[src/core_status_params.svh]
`ifndef CORE_STATUS_PARAMS_SVH
`define CORE_STATUS_PARAMS_SVH

// ----------------------------------------
// register offset and bit positions
// ----------------------------------------
`define STATUS_OFFSET          8'h03
`define BIT_INDIRECT_BANK_HIGH 7
`define BIT_BANK_SELECT_HIGH   6
`define BIT_BANK_SELECT_LOW    5
`define BIT_WATCHDOG_TIMEOUT   4
`define BIT_SLEEP_ENTRY        3
`define BIT_ZERO               2
`define BIT_NIBBLE_CARRY       1
`define BIT_CARRY              0

// ----------------------------------------
// reset value, writable mask, clear value and bank base
// ----------------------------------------
`define STATUS_RESET           8'h18
`define STATUS_WRITABLE_MASK   8'hE7
`define STATUS_CLEAR_VALUE     8'h04
`define BANK1_BASE             8'h80

`endif

[src/core_status_pkg.sv]
package core_status_pkg;

    typedef enum logic [3:0] {
        OP_NONE,
        OP_MOVE,
        OP_CLEAR,
        OP_ADD,
        OP_SUB,
        OP_AND,
        OP_OR,
        OP_XOR,
        OP_COMPLEMENT,
        OP_INCREMENT,
        OP_DECREMENT,
        OP_ROTATE_LEFT,
        OP_ROTATE_RIGHT,
        OP_SWAP,
        OP_BIT_CLEAR,
        OP_BIT_SET
    } alu_op_t;

endpackage

[src/status_alu.sv]
`timescale 1ns/1ps
`include "core_status_params.svh"

module status_alu #(
    parameter int WIDTH = 8
) (
    input  wire logic                  [3:0]       op,
    input  wire logic                  [WIDTH-1:0] operand_a,
    input  wire logic                  [WIDTH-1:0] operand_b,
    input  wire logic                  [2:0]       bit_index,
    input  wire logic                              carry_in,
    output logic                       [WIDTH-1:0] result,
    output logic                                   zero_out,
    output logic                                   nibble_carry_out,
    output logic                                   carry_out,
    output logic                                   affects_zero,
    output logic                                   affects_carry
);

    // ----------------------------------------
    // adder shared by add and subtract
    // ----------------------------------------
    function automatic logic [WIDTH:0] add_full(input logic [WIDTH-1:0] a,
                                                 input logic [WIDTH-1:0] b,
                                                 input logic             cin);
        add_full = {1'b0, a} + {1'b0, b} + {{WIDTH{1'b0}}, cin};
    endfunction

    function automatic logic [4:0] add_nibble(input logic [3:0] a,
                                               input logic [3:0] b,
                                               input logic       cin);
        add_nibble = {1'b0, a} + {1'b0, b} + {4'h0, cin};
    endfunction

    logic [WIDTH-1:0] addend_b;
    logic             addend_cin;
    logic [WIDTH:0]   sum_full;
    logic [4:0]       sum_nibble;
    core_status_pkg::alu_op_t op_e;

    assign op_e = core_status_pkg::alu_op_t'(op);

    // subtract adds the two's complement: inverted b plus one
    always_comb begin
        addend_b   = operand_b;
        addend_cin = 1'b0;
        if (op_e == core_status_pkg::OP_SUB) begin
            addend_b   = ~operand_b;
            addend_cin = 1'b1;
        end
    end

    // carry out of add of the complement is the inverted borrow
    assign sum_full   = add_full(operand_a, addend_b, addend_cin);
    assign sum_nibble = add_nibble(operand_a[3:0], addend_b[3:0], addend_cin);

    always_comb begin
        result           = operand_a;
        nibble_carry_out = 1'b0;
        carry_out        = carry_in;
        affects_zero     = 1'b0;
        affects_carry    = 1'b0;
        case (op_e)
            core_status_pkg::OP_MOVE: begin
                result       = operand_a;
                affects_zero = 1'b1;
            end
            core_status_pkg::OP_CLEAR: begin
                result       = '0;
                affects_zero = 1'b1;
            end
            core_status_pkg::OP_ADD, core_status_pkg::OP_SUB: begin
                result           = sum_full[WIDTH-1:0];
                nibble_carry_out = sum_nibble[4];
                carry_out        = sum_full[WIDTH];
                affects_zero     = 1'b1;
                affects_carry    = 1'b1;
            end
            core_status_pkg::OP_AND: begin
                result       = operand_a & operand_b;
                affects_zero = 1'b1;
            end
            core_status_pkg::OP_OR: begin
                result       = operand_a | operand_b;
                affects_zero = 1'b1;
            end
            core_status_pkg::OP_XOR: begin
                result       = operand_a ^ operand_b;
                affects_zero = 1'b1;
            end
            core_status_pkg::OP_COMPLEMENT: begin
                result       = ~operand_a;
                affects_zero = 1'b1;
            end
            core_status_pkg::OP_INCREMENT: begin
                result       = WIDTH'(operand_a + 1'b1);
                affects_zero = 1'b1;
            end
            core_status_pkg::OP_DECREMENT: begin
                result       = WIDTH'(operand_a - 1'b1);
                affects_zero = 1'b1;
            end
            core_status_pkg::OP_ROTATE_LEFT: begin
                result    = {operand_a[WIDTH-2:0], carry_in};
                carry_out = operand_a[WIDTH-1];
            end
            core_status_pkg::OP_ROTATE_RIGHT: begin
                result    = {carry_in, operand_a[WIDTH-1:1]};
                carry_out = operand_a[0];
            end
            core_status_pkg::OP_SWAP: begin
                result = {operand_a[3:0], operand_a[WIDTH-1:4]};
            end
            core_status_pkg::OP_BIT_CLEAR: begin
                result            = operand_a;
                result[bit_index] = 1'b0;
            end
            core_status_pkg::OP_BIT_SET: begin
                result            = operand_a;
                result[bit_index] = 1'b1;
            end
            default: begin
                result = operand_a;
            end
        endcase
    end

    assign zero_out = (result == '0);

endmodule

[src/core_status_flags.sv]
`timescale 1ns/1ps
`include "core_status_params.svh"

module core_status_flags #(
    parameter int WIDTH = 8
) (
    input  wire logic                  ref_clk,
    input  wire logic                  rst_n,
    // instruction execution port
    input  wire logic                  exec_valid,
    input  wire logic [3:0]            exec_op,
    input  wire logic [WIDTH-1:0]      exec_operand_a,
    input  wire logic [WIDTH-1:0]      exec_operand_b,
    input  wire logic [2:0]            exec_bit_index,
    input  wire logic [7:0]            exec_dest_addr,
    input  wire logic                  exec_dest_file,
    input  wire logic [6:0]            direct_addr,
    // events from the core
    input  wire logic                  watchdog_clear_instruction,
    input  wire logic                  sleep_instruction,
    input  wire logic                  watchdog_timeout,
    // register port
    input  wire logic [7:0]            reg_addr,
    input  wire logic [7:0]            reg_wdata,
    input  wire logic                  reg_write,
    input  wire logic                  reg_read,
    output logic      [7:0]            reg_rdata,
    // results
    output logic      [WIDTH-1:0]      exec_result,
    output logic                       exec_result_valid,
    output logic      [7:0]            bank_address,
    output logic      [7:0]            status_value
);

    // ----------------------------------------
    // alu
    // ----------------------------------------
    logic [WIDTH-1:0] alu_result;
    logic             alu_zero;
    logic             alu_nibble_carry;
    logic             alu_carry;
    logic             alu_affects_zero;
    logic             alu_affects_carry;

    logic             indirect_bank_high_q;
    logic             bank_select_high_q;
    logic             bank_select_low_q;
    logic             watchdog_timeout_flag_q;
    logic             sleep_entry_flag_q;
    logic             zero_flag_q;
    logic             nibble_carry_flag_q;
    logic             carry_flag_q;

    status_alu #(
        .WIDTH (WIDTH)
    ) u_alu (
        .op               (exec_op),
        .operand_a        (exec_operand_a),
        .operand_b        (exec_operand_b),
        .bit_index        (exec_bit_index),
        .carry_in         (carry_flag_q),
        .result           (alu_result),
        .zero_out         (alu_zero),
        .nibble_carry_out (alu_nibble_carry),
        .carry_out        (alu_carry),
        .affects_zero     (alu_affects_zero),
        .affects_carry    (alu_affects_carry)
    );

    // ----------------------------------------
    // write decode
    // ----------------------------------------
    logic       exec_hits_status;
    logic       bus_hits_status;
    logic       status_write;
    logic [7:0] status_wdata;
    logic       flags_from_logic;
    logic       clear_to_status;
    logic       exec_clear;
    logic       exec_rot;

    assign exec_clear = exec_op == 4'(core_status_pkg::OP_CLEAR);
    assign exec_rot   = (exec_op == 4'(core_status_pkg::OP_ROTATE_LEFT))
                     || (exec_op == 4'(core_status_pkg::OP_ROTATE_RIGHT));

    // status treated as any other file destination
    assign exec_hits_status = exec_valid && exec_dest_file
                           && (exec_dest_addr == `STATUS_OFFSET);
    assign bus_hits_status  = reg_write && (reg_addr == `STATUS_OFFSET);
    assign status_write     = exec_hits_status || bus_hits_status;
    assign status_wdata     = exec_hits_status ? 8'(alu_result) : reg_wdata;
    // all three flag bits lose the data write when the instruction drives any flag itself
    assign flags_from_logic = exec_hits_status
                           && (alu_affects_zero || alu_affects_carry || exec_rot);
    assign clear_to_status  = exec_hits_status && exec_clear;

    // ----------------------------------------
    // bank select and reserved bits
    // ----------------------------------------
    always_ff @(posedge ref_clk) begin
        if (!rst_n) begin
            indirect_bank_high_q <= 1'b0;
            bank_select_high_q   <= 1'b0;
            bank_select_low_q    <= 1'b0;
        end else if (clear_to_status) begin
            indirect_bank_high_q <= 1'b0;
            bank_select_high_q   <= 1'b0;
            bank_select_low_q    <= 1'b0;
        end else if (status_write) begin
            // top bits are stored as written; software keeps them zero
            indirect_bank_high_q <= status_wdata[`BIT_INDIRECT_BANK_HIGH];
            bank_select_high_q   <= status_wdata[`BIT_BANK_SELECT_HIGH];
            bank_select_low_q    <= status_wdata[`BIT_BANK_SELECT_LOW];
        end
    end

    // ----------------------------------------
    // reset cause flags
    // ----------------------------------------
    // writes never reach these bits; a timeout in the same cycle as a
    // clear wins so that the event is not lost
    always_ff @(posedge ref_clk) begin
        if (!rst_n) begin
            watchdog_timeout_flag_q <= 1'b1;
        end else if (watchdog_timeout) begin
            watchdog_timeout_flag_q <= 1'b0;
        end else if (watchdog_clear_instruction || sleep_instruction) begin
            watchdog_timeout_flag_q <= 1'b1;
        end
    end

    always_ff @(posedge ref_clk) begin
        if (!rst_n) begin
            sleep_entry_flag_q <= 1'b1;
        end else if (sleep_instruction) begin
            sleep_entry_flag_q <= 1'b0;
        end else if (watchdog_clear_instruction) begin
            sleep_entry_flag_q <= 1'b1;
        end
    end
    // no write path above keeps both flags read-only

    // ----------------------------------------
    // arithmetic flags
    // ----------------------------------------
    // reset value is undefined in the part; zero is chosen for determinism
    always_ff @(posedge ref_clk) begin
        if (!rst_n) begin
            zero_flag_q <= 1'b0;
        end else if (exec_valid && alu_affects_zero) begin
            zero_flag_q <= alu_zero;
        end else if (status_write && !flags_from_logic) begin
            zero_flag_q <= status_wdata[`BIT_ZERO];
        end
    end

    always_ff @(posedge ref_clk) begin
        if (!rst_n) begin
            nibble_carry_flag_q <= 1'b0;
        end else if (exec_valid && alu_affects_carry) begin
            nibble_carry_flag_q <= alu_nibble_carry;
        end else if (status_write && !flags_from_logic) begin
            nibble_carry_flag_q <= status_wdata[`BIT_NIBBLE_CARRY];
        end
    end

    always_ff @(posedge ref_clk) begin
        if (!rst_n) begin
            carry_flag_q <= 1'b0;
        end else if (exec_valid && (alu_affects_carry || exec_rot)) begin
            carry_flag_q <= alu_carry;
        end else if (status_write && !flags_from_logic) begin
            carry_flag_q <= status_wdata[`BIT_CARRY];
        end
    end

    // ----------------------------------------
    // outputs
    // ----------------------------------------
    always_comb begin
        status_value = 8'h00;
        status_value[`BIT_INDIRECT_BANK_HIGH] = indirect_bank_high_q;
        status_value[`BIT_BANK_SELECT_HIGH]   = bank_select_high_q;
        status_value[`BIT_BANK_SELECT_LOW]    = bank_select_low_q;
        status_value[`BIT_WATCHDOG_TIMEOUT]   = watchdog_timeout_flag_q;
        status_value[`BIT_SLEEP_ENTRY]        = sleep_entry_flag_q;
        status_value[`BIT_ZERO]               = zero_flag_q;
        status_value[`BIT_NIBBLE_CARRY]       = nibble_carry_flag_q;
        status_value[`BIT_CARRY]              = carry_flag_q;
    end

    // the bank bit only extends direct addresses; 0 gives 00h-7Fh
    assign bank_address = {bank_select_low_q, direct_addr};

    always_ff @(posedge ref_clk) begin
        if (!rst_n) begin
            reg_rdata <= 8'h00;
        end else if (reg_read && reg_addr == `STATUS_OFFSET) begin
            reg_rdata <= status_value;
        end else begin
            reg_rdata <= 8'h00;
        end
    end

    always_ff @(posedge ref_clk) begin
        if (!rst_n) begin
            exec_result       <= '0;
            exec_result_valid <= 1'b0;
        end else begin
            exec_result       <= alu_result;
            exec_result_valid <= exec_valid;
        end
    end

endmodule

[config.mk]
export PLATFORM = sky130hd
export DESIGN_NAME = core_status_flags
export DESIGN_NICKNAME = d
export VERILOG_FILES = /design/src/core_status_pkg.sv /design/src/status_alu.sv /design/src/core_status_flags.sv
export VERILOG_INCLUDE_DIRS = /design/src
export SDC_FILE = /design/constraint.sdc
export NUM_CORES = 1
export LEC_CHECK = 0
export BUFFER_PORTS_ARGS = -buffer_cell sky130_fd_sc_hd__buf_2
export CORE_ASPECT_RATIO = 1.5
export CORE_UTILIZATION = 52
export CTS_CLUSTER_DIAMETER = 40
export DETAILED_ROUTE_END_ITERATION = 6
export PLACE_DENSITY_LB_ADDON = 0.3
export SLEW_MARGIN = 20
export SYNTH_ARGS = -nofsm -noshare
export SYNTH_HDL_FRONTEND = slang
export SYNTH_SLANG_ARGS = --single-unit
[constraint.sdc]
create_clock -name ref_clk -period 3.9 [get_ports ref_clk]
set_input_delay 0.195 -clock ref_clk [delete_from_list [all_inputs] [get_ports ref_clk]]
set_output_delay 0.195 -clock ref_clk [all_outputs]
set_load 0.05 [all_outputs]
==> results of run 1 <==
[power groups by stage]
stage | Combinational (uW) | Sequential (uW) | Clock [uW]
2_1_floorplan | 239 | 309 | 0
3_3_place_gp | 343 | 276 | 0
3_5_place_dp | 349 | 276 | 0
4_1_cts | 351 | 270 | 163
5_1_grt | 380 | 271 | 174
6_report | 356 | 270 | 163
[cell type report]
class	instances	area, um^2	share of cell area (%)
clock inverter	1	8.76	0.269
tap	70	87.6	2.69
sequential	25	500	15.3
multi-input combinational	332	2160	66.2
timing repair buffer	84	433	13.3
clock buffer	3	41.3	1.27
inverter	8	30.0	0.921
[metrics by stage]
step                      hold WS [ns]  area, um^2  power [uW]
after global routing             0.115        3260         826
after floorplan                  0.306        2980         548
after detailed placement         0.390        3210         625
after CTS                        0.109        3260         784
final                            0.102        3260         789
after global placement           0.390        3210         620
[cell usage in the layout (no fill, tap or decap), types with 14 or more instances in the layout]
cell type  netlist  routed
nor3_1          14      14
buf_2           15      79
a21oi_1         19      19
dfxtp_1         25      25
xnor2_1         14      14
nor2_1          33      33
o21ai_0         16      16
and2_1          14      14
nand2_1         41      41
nand3_1         14      14
[metal layers]
metal / vias to the layer above / share of wire [%] / track usage [%]
li1: 1592 / - / -
met1: 1514 / 35 / 31.1
met2: 229 / 48 / 52.5
met3: 51 / 9.3 / 3.99
met4: 0 / 7.4 / 25.4
met5: - / 0 / 0
[how the worst max path moves through the flow]
| stage | startpoint | to | slack [ns] |
|---|---|---|---|
| after floorplan | exec_op[0] | zero_flag_q | 0.71 |
| after global placement | exec_op[1] | zero_flag_q | 0.51 |
| after detailed placement | exec_op[1] | zero_flag_q | 0.47 |
| after CTS | exec_op[1] | zero_flag_q | 0.73 |
| after global routing | exec_op[1] | zero_flag_q | 0.43 |
| final | exec_op[1] | zero_flag_q | 0.71 |
[kinds of logic after synthesis]
group                      count (synthesis)  synth area share, %
muxes                                      6                 2.10
buffers and inverters                     58                 10.6
and+or+nand+nor                          183                 33.4
xor gates and xnor gates                  20                 5.88
DFF                                       25                 16.8
AOI/OAI and AO/OA                        114                 27.2
adders and majority gates                  9                 4.04
[registers in the layout, indices dropped and copies added, names as in the netlist]
register and flops:
reg_rdata 8, indirect_bank_high_q 1, nibble_carry_flag_q 1, carry_flag_q 1, zero_flag_q 1, watchdog_timeout_flag_q 1
sleep_entry_flag_q 1, bank_select_high_q 1, exec_result 8, exec_result_valid 1, bank_select_low_q 1
[worst reg2reg max path, cell delays in order, from the launching register on]
cell and delay, ns:
dfxtp_1 0.35, nand2_1 0.09, o2bb2ai_1 0.07, a31oi_1 0.20
o211ai_1 0.21, mux2_2 0.32, mux2i_1 0.17, nand2_1 0.07
o211a_1 0.13
==> reports/qor.yml, run 1 <==
status:
  outcome: "finished clean"
worst_setup_path:
  crit_path_max_fanout: 9
  worst_ep_required_time_ns: 4.13
  path_common_cell: "xnor2_1"
  arrival_ns: 3.42
  critPathCaptureType: "register"
  path_cells: "buf_2 -> or4b_1 -> buf_4 -> xnor2_1 -> ha_1 -> nor2b_1 -> o22ai_1 -> xnor2_1 -> a2111oi_2 -> nand2_1 -> a22o_1 -> nor4_1 -> a41o_1"
  reg2reg_depth: 8
  reg2reg_setup_slack_ns: 2.17
  crit_path_top_delay_cell: "or4b_1"
  reg2reg_from: "carry_flag_q"
  worst_setup_path_start_kind: "primary input"
  cp_num_buf_inv: 2
  cp_top_family: "compound AO/OA/AOI/OAI gates"
  r2r-end: "carry_flag_q"
  cpPeakStageDelay_ns: 0.56
  path_depth: 13
  crit_type: "primary input to register"
global_routing:
  antenna_found_initial: 0
  grt_max_degree: 51
  track_usage_pct: 29.9
  grt_first_pass_wirelength_um: 13900
  grt_pass1_vias: 2953
  grt_overflow: 0
detailed_routing:
  vias: 3386
  drt_iter0_drc: 238
  wl_um: 9240
  postRouteAntennaNets: 0
  drc: 0
  post_drt_wl_per_cell_um: 17.7
  avgViaCountPerCell: 6.47
  drt_first_pass_iters: 5
synth:
  synth-edff-count: 0
  avgSynthCellArea_um2: 7.17
  netlist_top_cells_area: "dfxtp_1, nand2_1, buf_4"
  async_flop_share_pct: 0
  ys_seq_area_share_pct: 16.8
  syn_inst: 415
  yosysMostFrequentCell: "nand2_1"
  synth_fp_nets: 487
  syn_area_um2: 2980
  synth_commonest_cells: "nand2_1, nor2_1, dfxtp_1"
  synth_top_area_share_pct: 16.8
  yosys_warnings: 0
  ys_ff_latch: 25
  ys.flop_type: "dfxtp_1"
  ys_types: 75
  synth.largest_area_cell: "dfxtp_1"
floorplan:
  fp.dieH_um: 94.7
  start_util_pct: 54.2
  pin_count: 96
  coreArea_um2: 5490
  dieArea_um2: 6040
  die_w_um: 63.8
  rows: 33
place:
  dp_cells: 519
  portBuffers: 79
  hpwlAfterDp_um: 6850
  dp_slack_ns: 0.466
  gp_congestion: 0.945
timing:
  skew_ns: 0.00411
  relSlewSlack_pct: 39.3
  finalCritPeriodShare_pct: 81.8
  worstMarginPinSlew_ns: 0.887
  min_period_ns: 3.19
  finalHoldViolations: 0
  rsz0062_at_grt: "false"
  max_freq_mhz: 313
  setup_viol: 0
  slew_violations: 0
  setup_ws_ns: 0.709
  tns_ns: 0
finish:
  stdcell_count: 523
  drive_gt1_share_pct: 22.3
  antenna_cells: 0
  areaGrowthSynthToFinish_pct: 9.58
  fillers: 518
  nNetsFinal: 526
  fin_util_pct: 59.4
cts:
  cts_htree_levels: 1
  clk_pin_slew_ns: 0.09
  cts_buffers: 3
  ctsHoldBuffers: 0
  cts_tree: "done"
  cts_sinks: 25
  ctsResizeCount: 0
  clkLatencyLatePin_ns: 0.28
  clockBufferDepth: 2
  post-cts-setup-buffers: 0
  root_buffer: "clkbuf_8"
min_path:
  min_from: "watchdog_timeout"
  hold_path_class: "primary input to register"
  whs_path_depth: 2
  min_to: "watchdog_timeout_flag_q"
power_and_ir_drop:
  peakVddDrop_mv: 0.139
  p_leak_uw: 0.00138
  switching_power_uw: 321
  p_sw_share_pct: 40.7
  intPower_uw: 468
  power_frac_comb_pct: 45.1
  seqPwrFrac_pct: 34.2
  p_clk_share_pct: 20.6
  power.density_nw_per_um2: 242
run:
  cap_viol_max_count: 0
Note: power is estimated with default switching activity, not from simulation.
==> run 2, diff against run 1 <==
--- a/config.mk
+++ b/config.mk
@@ -8,7 +8,7 @@
 export LEC_CHECK = 0
 export BUFFER_PORTS_ARGS = -buffer_cell sky130_fd_sc_hd__buf_2
 export CORE_ASPECT_RATIO = 1.5
-export CORE_UTILIZATION = 52
+export CORE_UTILIZATION = 47
 export CTS_CLUSTER_DIAMETER = 40
 export DETAILED_ROUTE_END_ITERATION = 6
 export PLACE_DENSITY_LB_ADDON = 0.3
==> constraint.sdc (replaced) <==
create_clock -name ref_clk -period 2.9 [get_ports ref_clk]
set_input_delay 0.145 -clock ref_clk [delete_from_list [all_inputs] [get_ports ref_clk]]
set_output_delay 0.145 -clock ref_clk [all_outputs]
set_load 0.05 [all_outputs]
==> run 2 against run 1 <==
Combinational power increased by 46%. Register-to-register slack worse by 1.0 ns. Clock power grew 31%. Critical path depth is 1 higher. Sequential cell count did not move. Worst setup slack got worse by 0.49 ns. First-iteration DRC count down 15%. Non-clock buffer count grew 21. Critical endpoint unchanged.
==> reports/qor.yml, run 2 (same netlist as run 1, synthesis figures left out) <==
worst_setup_path:
  path_depth: 14
  startpoint: "exec_op[1]"
  crit_path_top_delay_cell: "or4b_4"
  cp_top_family: "simple AND/OR/NAND/NOR gates"
  path_common_cell: "a21oi_1"
  crit_type: "primary input to register"
  crit_path_max_fanout: 6
  reg2reg_from: "carry_flag_q"
  worst_ep_required_time_ns: 3.07
  arrival_ns: 2.85
  crit_end: "zero_flag_q"
  path_cells: "buf_2 -> or4b_4 -> xnor2_2 -> inv_1 -> fa_2 -> nor2b_1 -> o22ai_2 -> buf_4 -> nand2b_1 -> a21oi_1 -> xor2_1 -> a21oi_1 -> o22a_1 -> a41o_1"
  reg2reg_depth: 7
  worst_setup_path_start_kind: "primary input"
  critPathCaptureType: "register"
  reg2reg_setup_slack_ns: 1.13
  cpPeakStageDelay_ns: 0.59
  cp_num_buf_inv: 3
  r2r-end: "zero_flag_q"
global_routing:
  grt_first_pass_wirelength_um: 14800
  antenna_found_initial: 0
  grt_max_degree: 51
  grt_overflow: 0
  grt_pass1_vias: 3096
  track_usage_pct: 29.0
cts:
  cts_tree: "done"
  clk_pin_slew_ns: 0.09
  cts_sinks: 25
  ctsHoldBuffers: 0
  post-cts-setup-buffers: 0
  cts_htree_levels: 1
  root_buffer: "clkbuf_8"
  clockBufferDepth: 2
  cts_buffers: 3
  clkLatencyLatePin_ns: 0.27
power_and_ir_drop:
  peakVddDrop_mv: 0.147
  p_sw_share_pct: 39.7
  p_clk_share_pct: 19.4
  seqPwrFrac_pct: 33.1
  switching_power_uw: 436
  intPower_uw: 662
  p_leak_uw: 0.00150
  power_frac_comb_pct: 47.5
  power.density_nw_per_um2: 318
place:
  hpwlAfterDp_um: 7290
  gp_congestion: 1.03
  dp_slack_ns: -0.227
  portBuffers: 79
finish:
  antenna_cells: 0
  areaGrowthSynthToFinish_pct: 15.9
  fillers: 610
  nNetsFinal: 547
  top_regs: "exec_result (8), reg_rdata (8)"
  fin_util_pct: 56.3
  mostFrequentLayoutCell: "buf_2"
  drive_gt1_share_pct: 26.8
  final_cell_mix: "buf_2, nand2_1, nor2_1"
timing:
  worstMarginPinSlew_ns: 0.836
  max_freq_mhz: 373
  min_period_ns: 2.68
  slew_violations: 0
  relSlewSlack_pct: 42.8
  skew_ns: 0.00422
  finalHoldViolations: 0
  holdWs_ns: 0.0594
  rsz0062_at_grt: "false"
  setup_ws_ns: 0.218
  setup_viol: 0
  finalCritPeriodShare_pct: 92.5
detailed_routing:
  drt_iter0_drc: 203
  avgViaCountPerCell: 6.27
  drt_first_pass_iters: 5
  vias: 3437
  drc: 0
  wl_um: 9580
  postRouteAntennaNets: 0
  post_drt_wl_per_cell_um: 17.5
floorplan:
  pin_count: 96
  dieArea_um2: 6660
  fp.dieH_um: 99.5
  start_util_pct: 48.6
  coreArea_um2: 6130
  die_w_um: 67.0
  rows: 35
run:
  cap_viol_max_count: 0
min_path:
  hold_path_class: "primary input to register"
status:
  outcome: "finished clean"
==> run 2: cell types whose count changed in the layout (fill, tap and decap cells not counted), sizes merged <==
cell / before / now
buf: 84 / 105
==> run 2: layout make-up <==
class | instances | area, um^2 | share of cell area (%)
clock inverters | 1 | 8.76 | 0.254
multi-input cells | 332 | 2190 | 63.4
repair buffers | 105 | 591 | 17.1
flip-flops and latches | 25 | 500 | 14.5
clock buffers | 3 | 41.3 | 1.20
inverters | 8 | 30.0 | 0.870
well taps | 74 | 92.6 | 2.68
==> run 2: worst min-delay path by stage <==
stage                                  from                      end  cells after the start
final                      watchdog_timeout  watchdog_timeout_flag_q                      2
after global routing      sleep_instruction       sleep_entry_flag_q                      2
after CTS                  watchdog_timeout  watchdog_timeout_flag_q                      2
after detailed placement     direct_addr[3]          bank_address[3]                      0
after global placement       direct_addr[3]          bank_address[3]                      0
after floorplan           sleep_instruction       sleep_entry_flag_q                      1
==> run 2: worst reg2reg max path, stage by stage, from the launching register on <==
cell and delay [ns]:
dfxtp_1 0.37, a21oi_1 0.14, a211oi_1 0.06, a311oi_1 0.36, o211ai_1 0.15, a221o_2 0.33, o21ai_2 0.11, a41o_1 0.20
==> run 2: routing by layer <==
layer,global-route usage (%),routed length (um),vias up
met2,52.0,4900,193
met5,0,0,-
met3,1.38,625,51
met4,20.3,669,0
li1,-,-,1640
met1,31.4,3380,1553
==> run 2: what timing repair did <==
action,4_1_cts,5_1_grt
endpoints found under the hold margin,0,0
setup endpoints to repair,0,4
resized for setup,0,3
==> run 2: power by group through the flow <==
stage                     sequential (uW)  clock [uW]  combinational, uW
after floorplan                       415           0                323
after global placement                372           0                501
after detailed placement              372           0                509
after CTS                             364         216                511
after global routing                  366         228                562
final                                 364         213                521
==> run 2: through the flow <==
step           power, uW  TNS [ns]  cell area, um^2  std cells
6_report            1100         0             3450        548
5_1_grt             1160         0             3450        548
4_1_cts             1090         0             3430        548
3_5_place_dp         881    -0.969             3380        544
3_3_place_gp         873    -0.556             3380        544
2_1_floorplan        739         0             2990        415
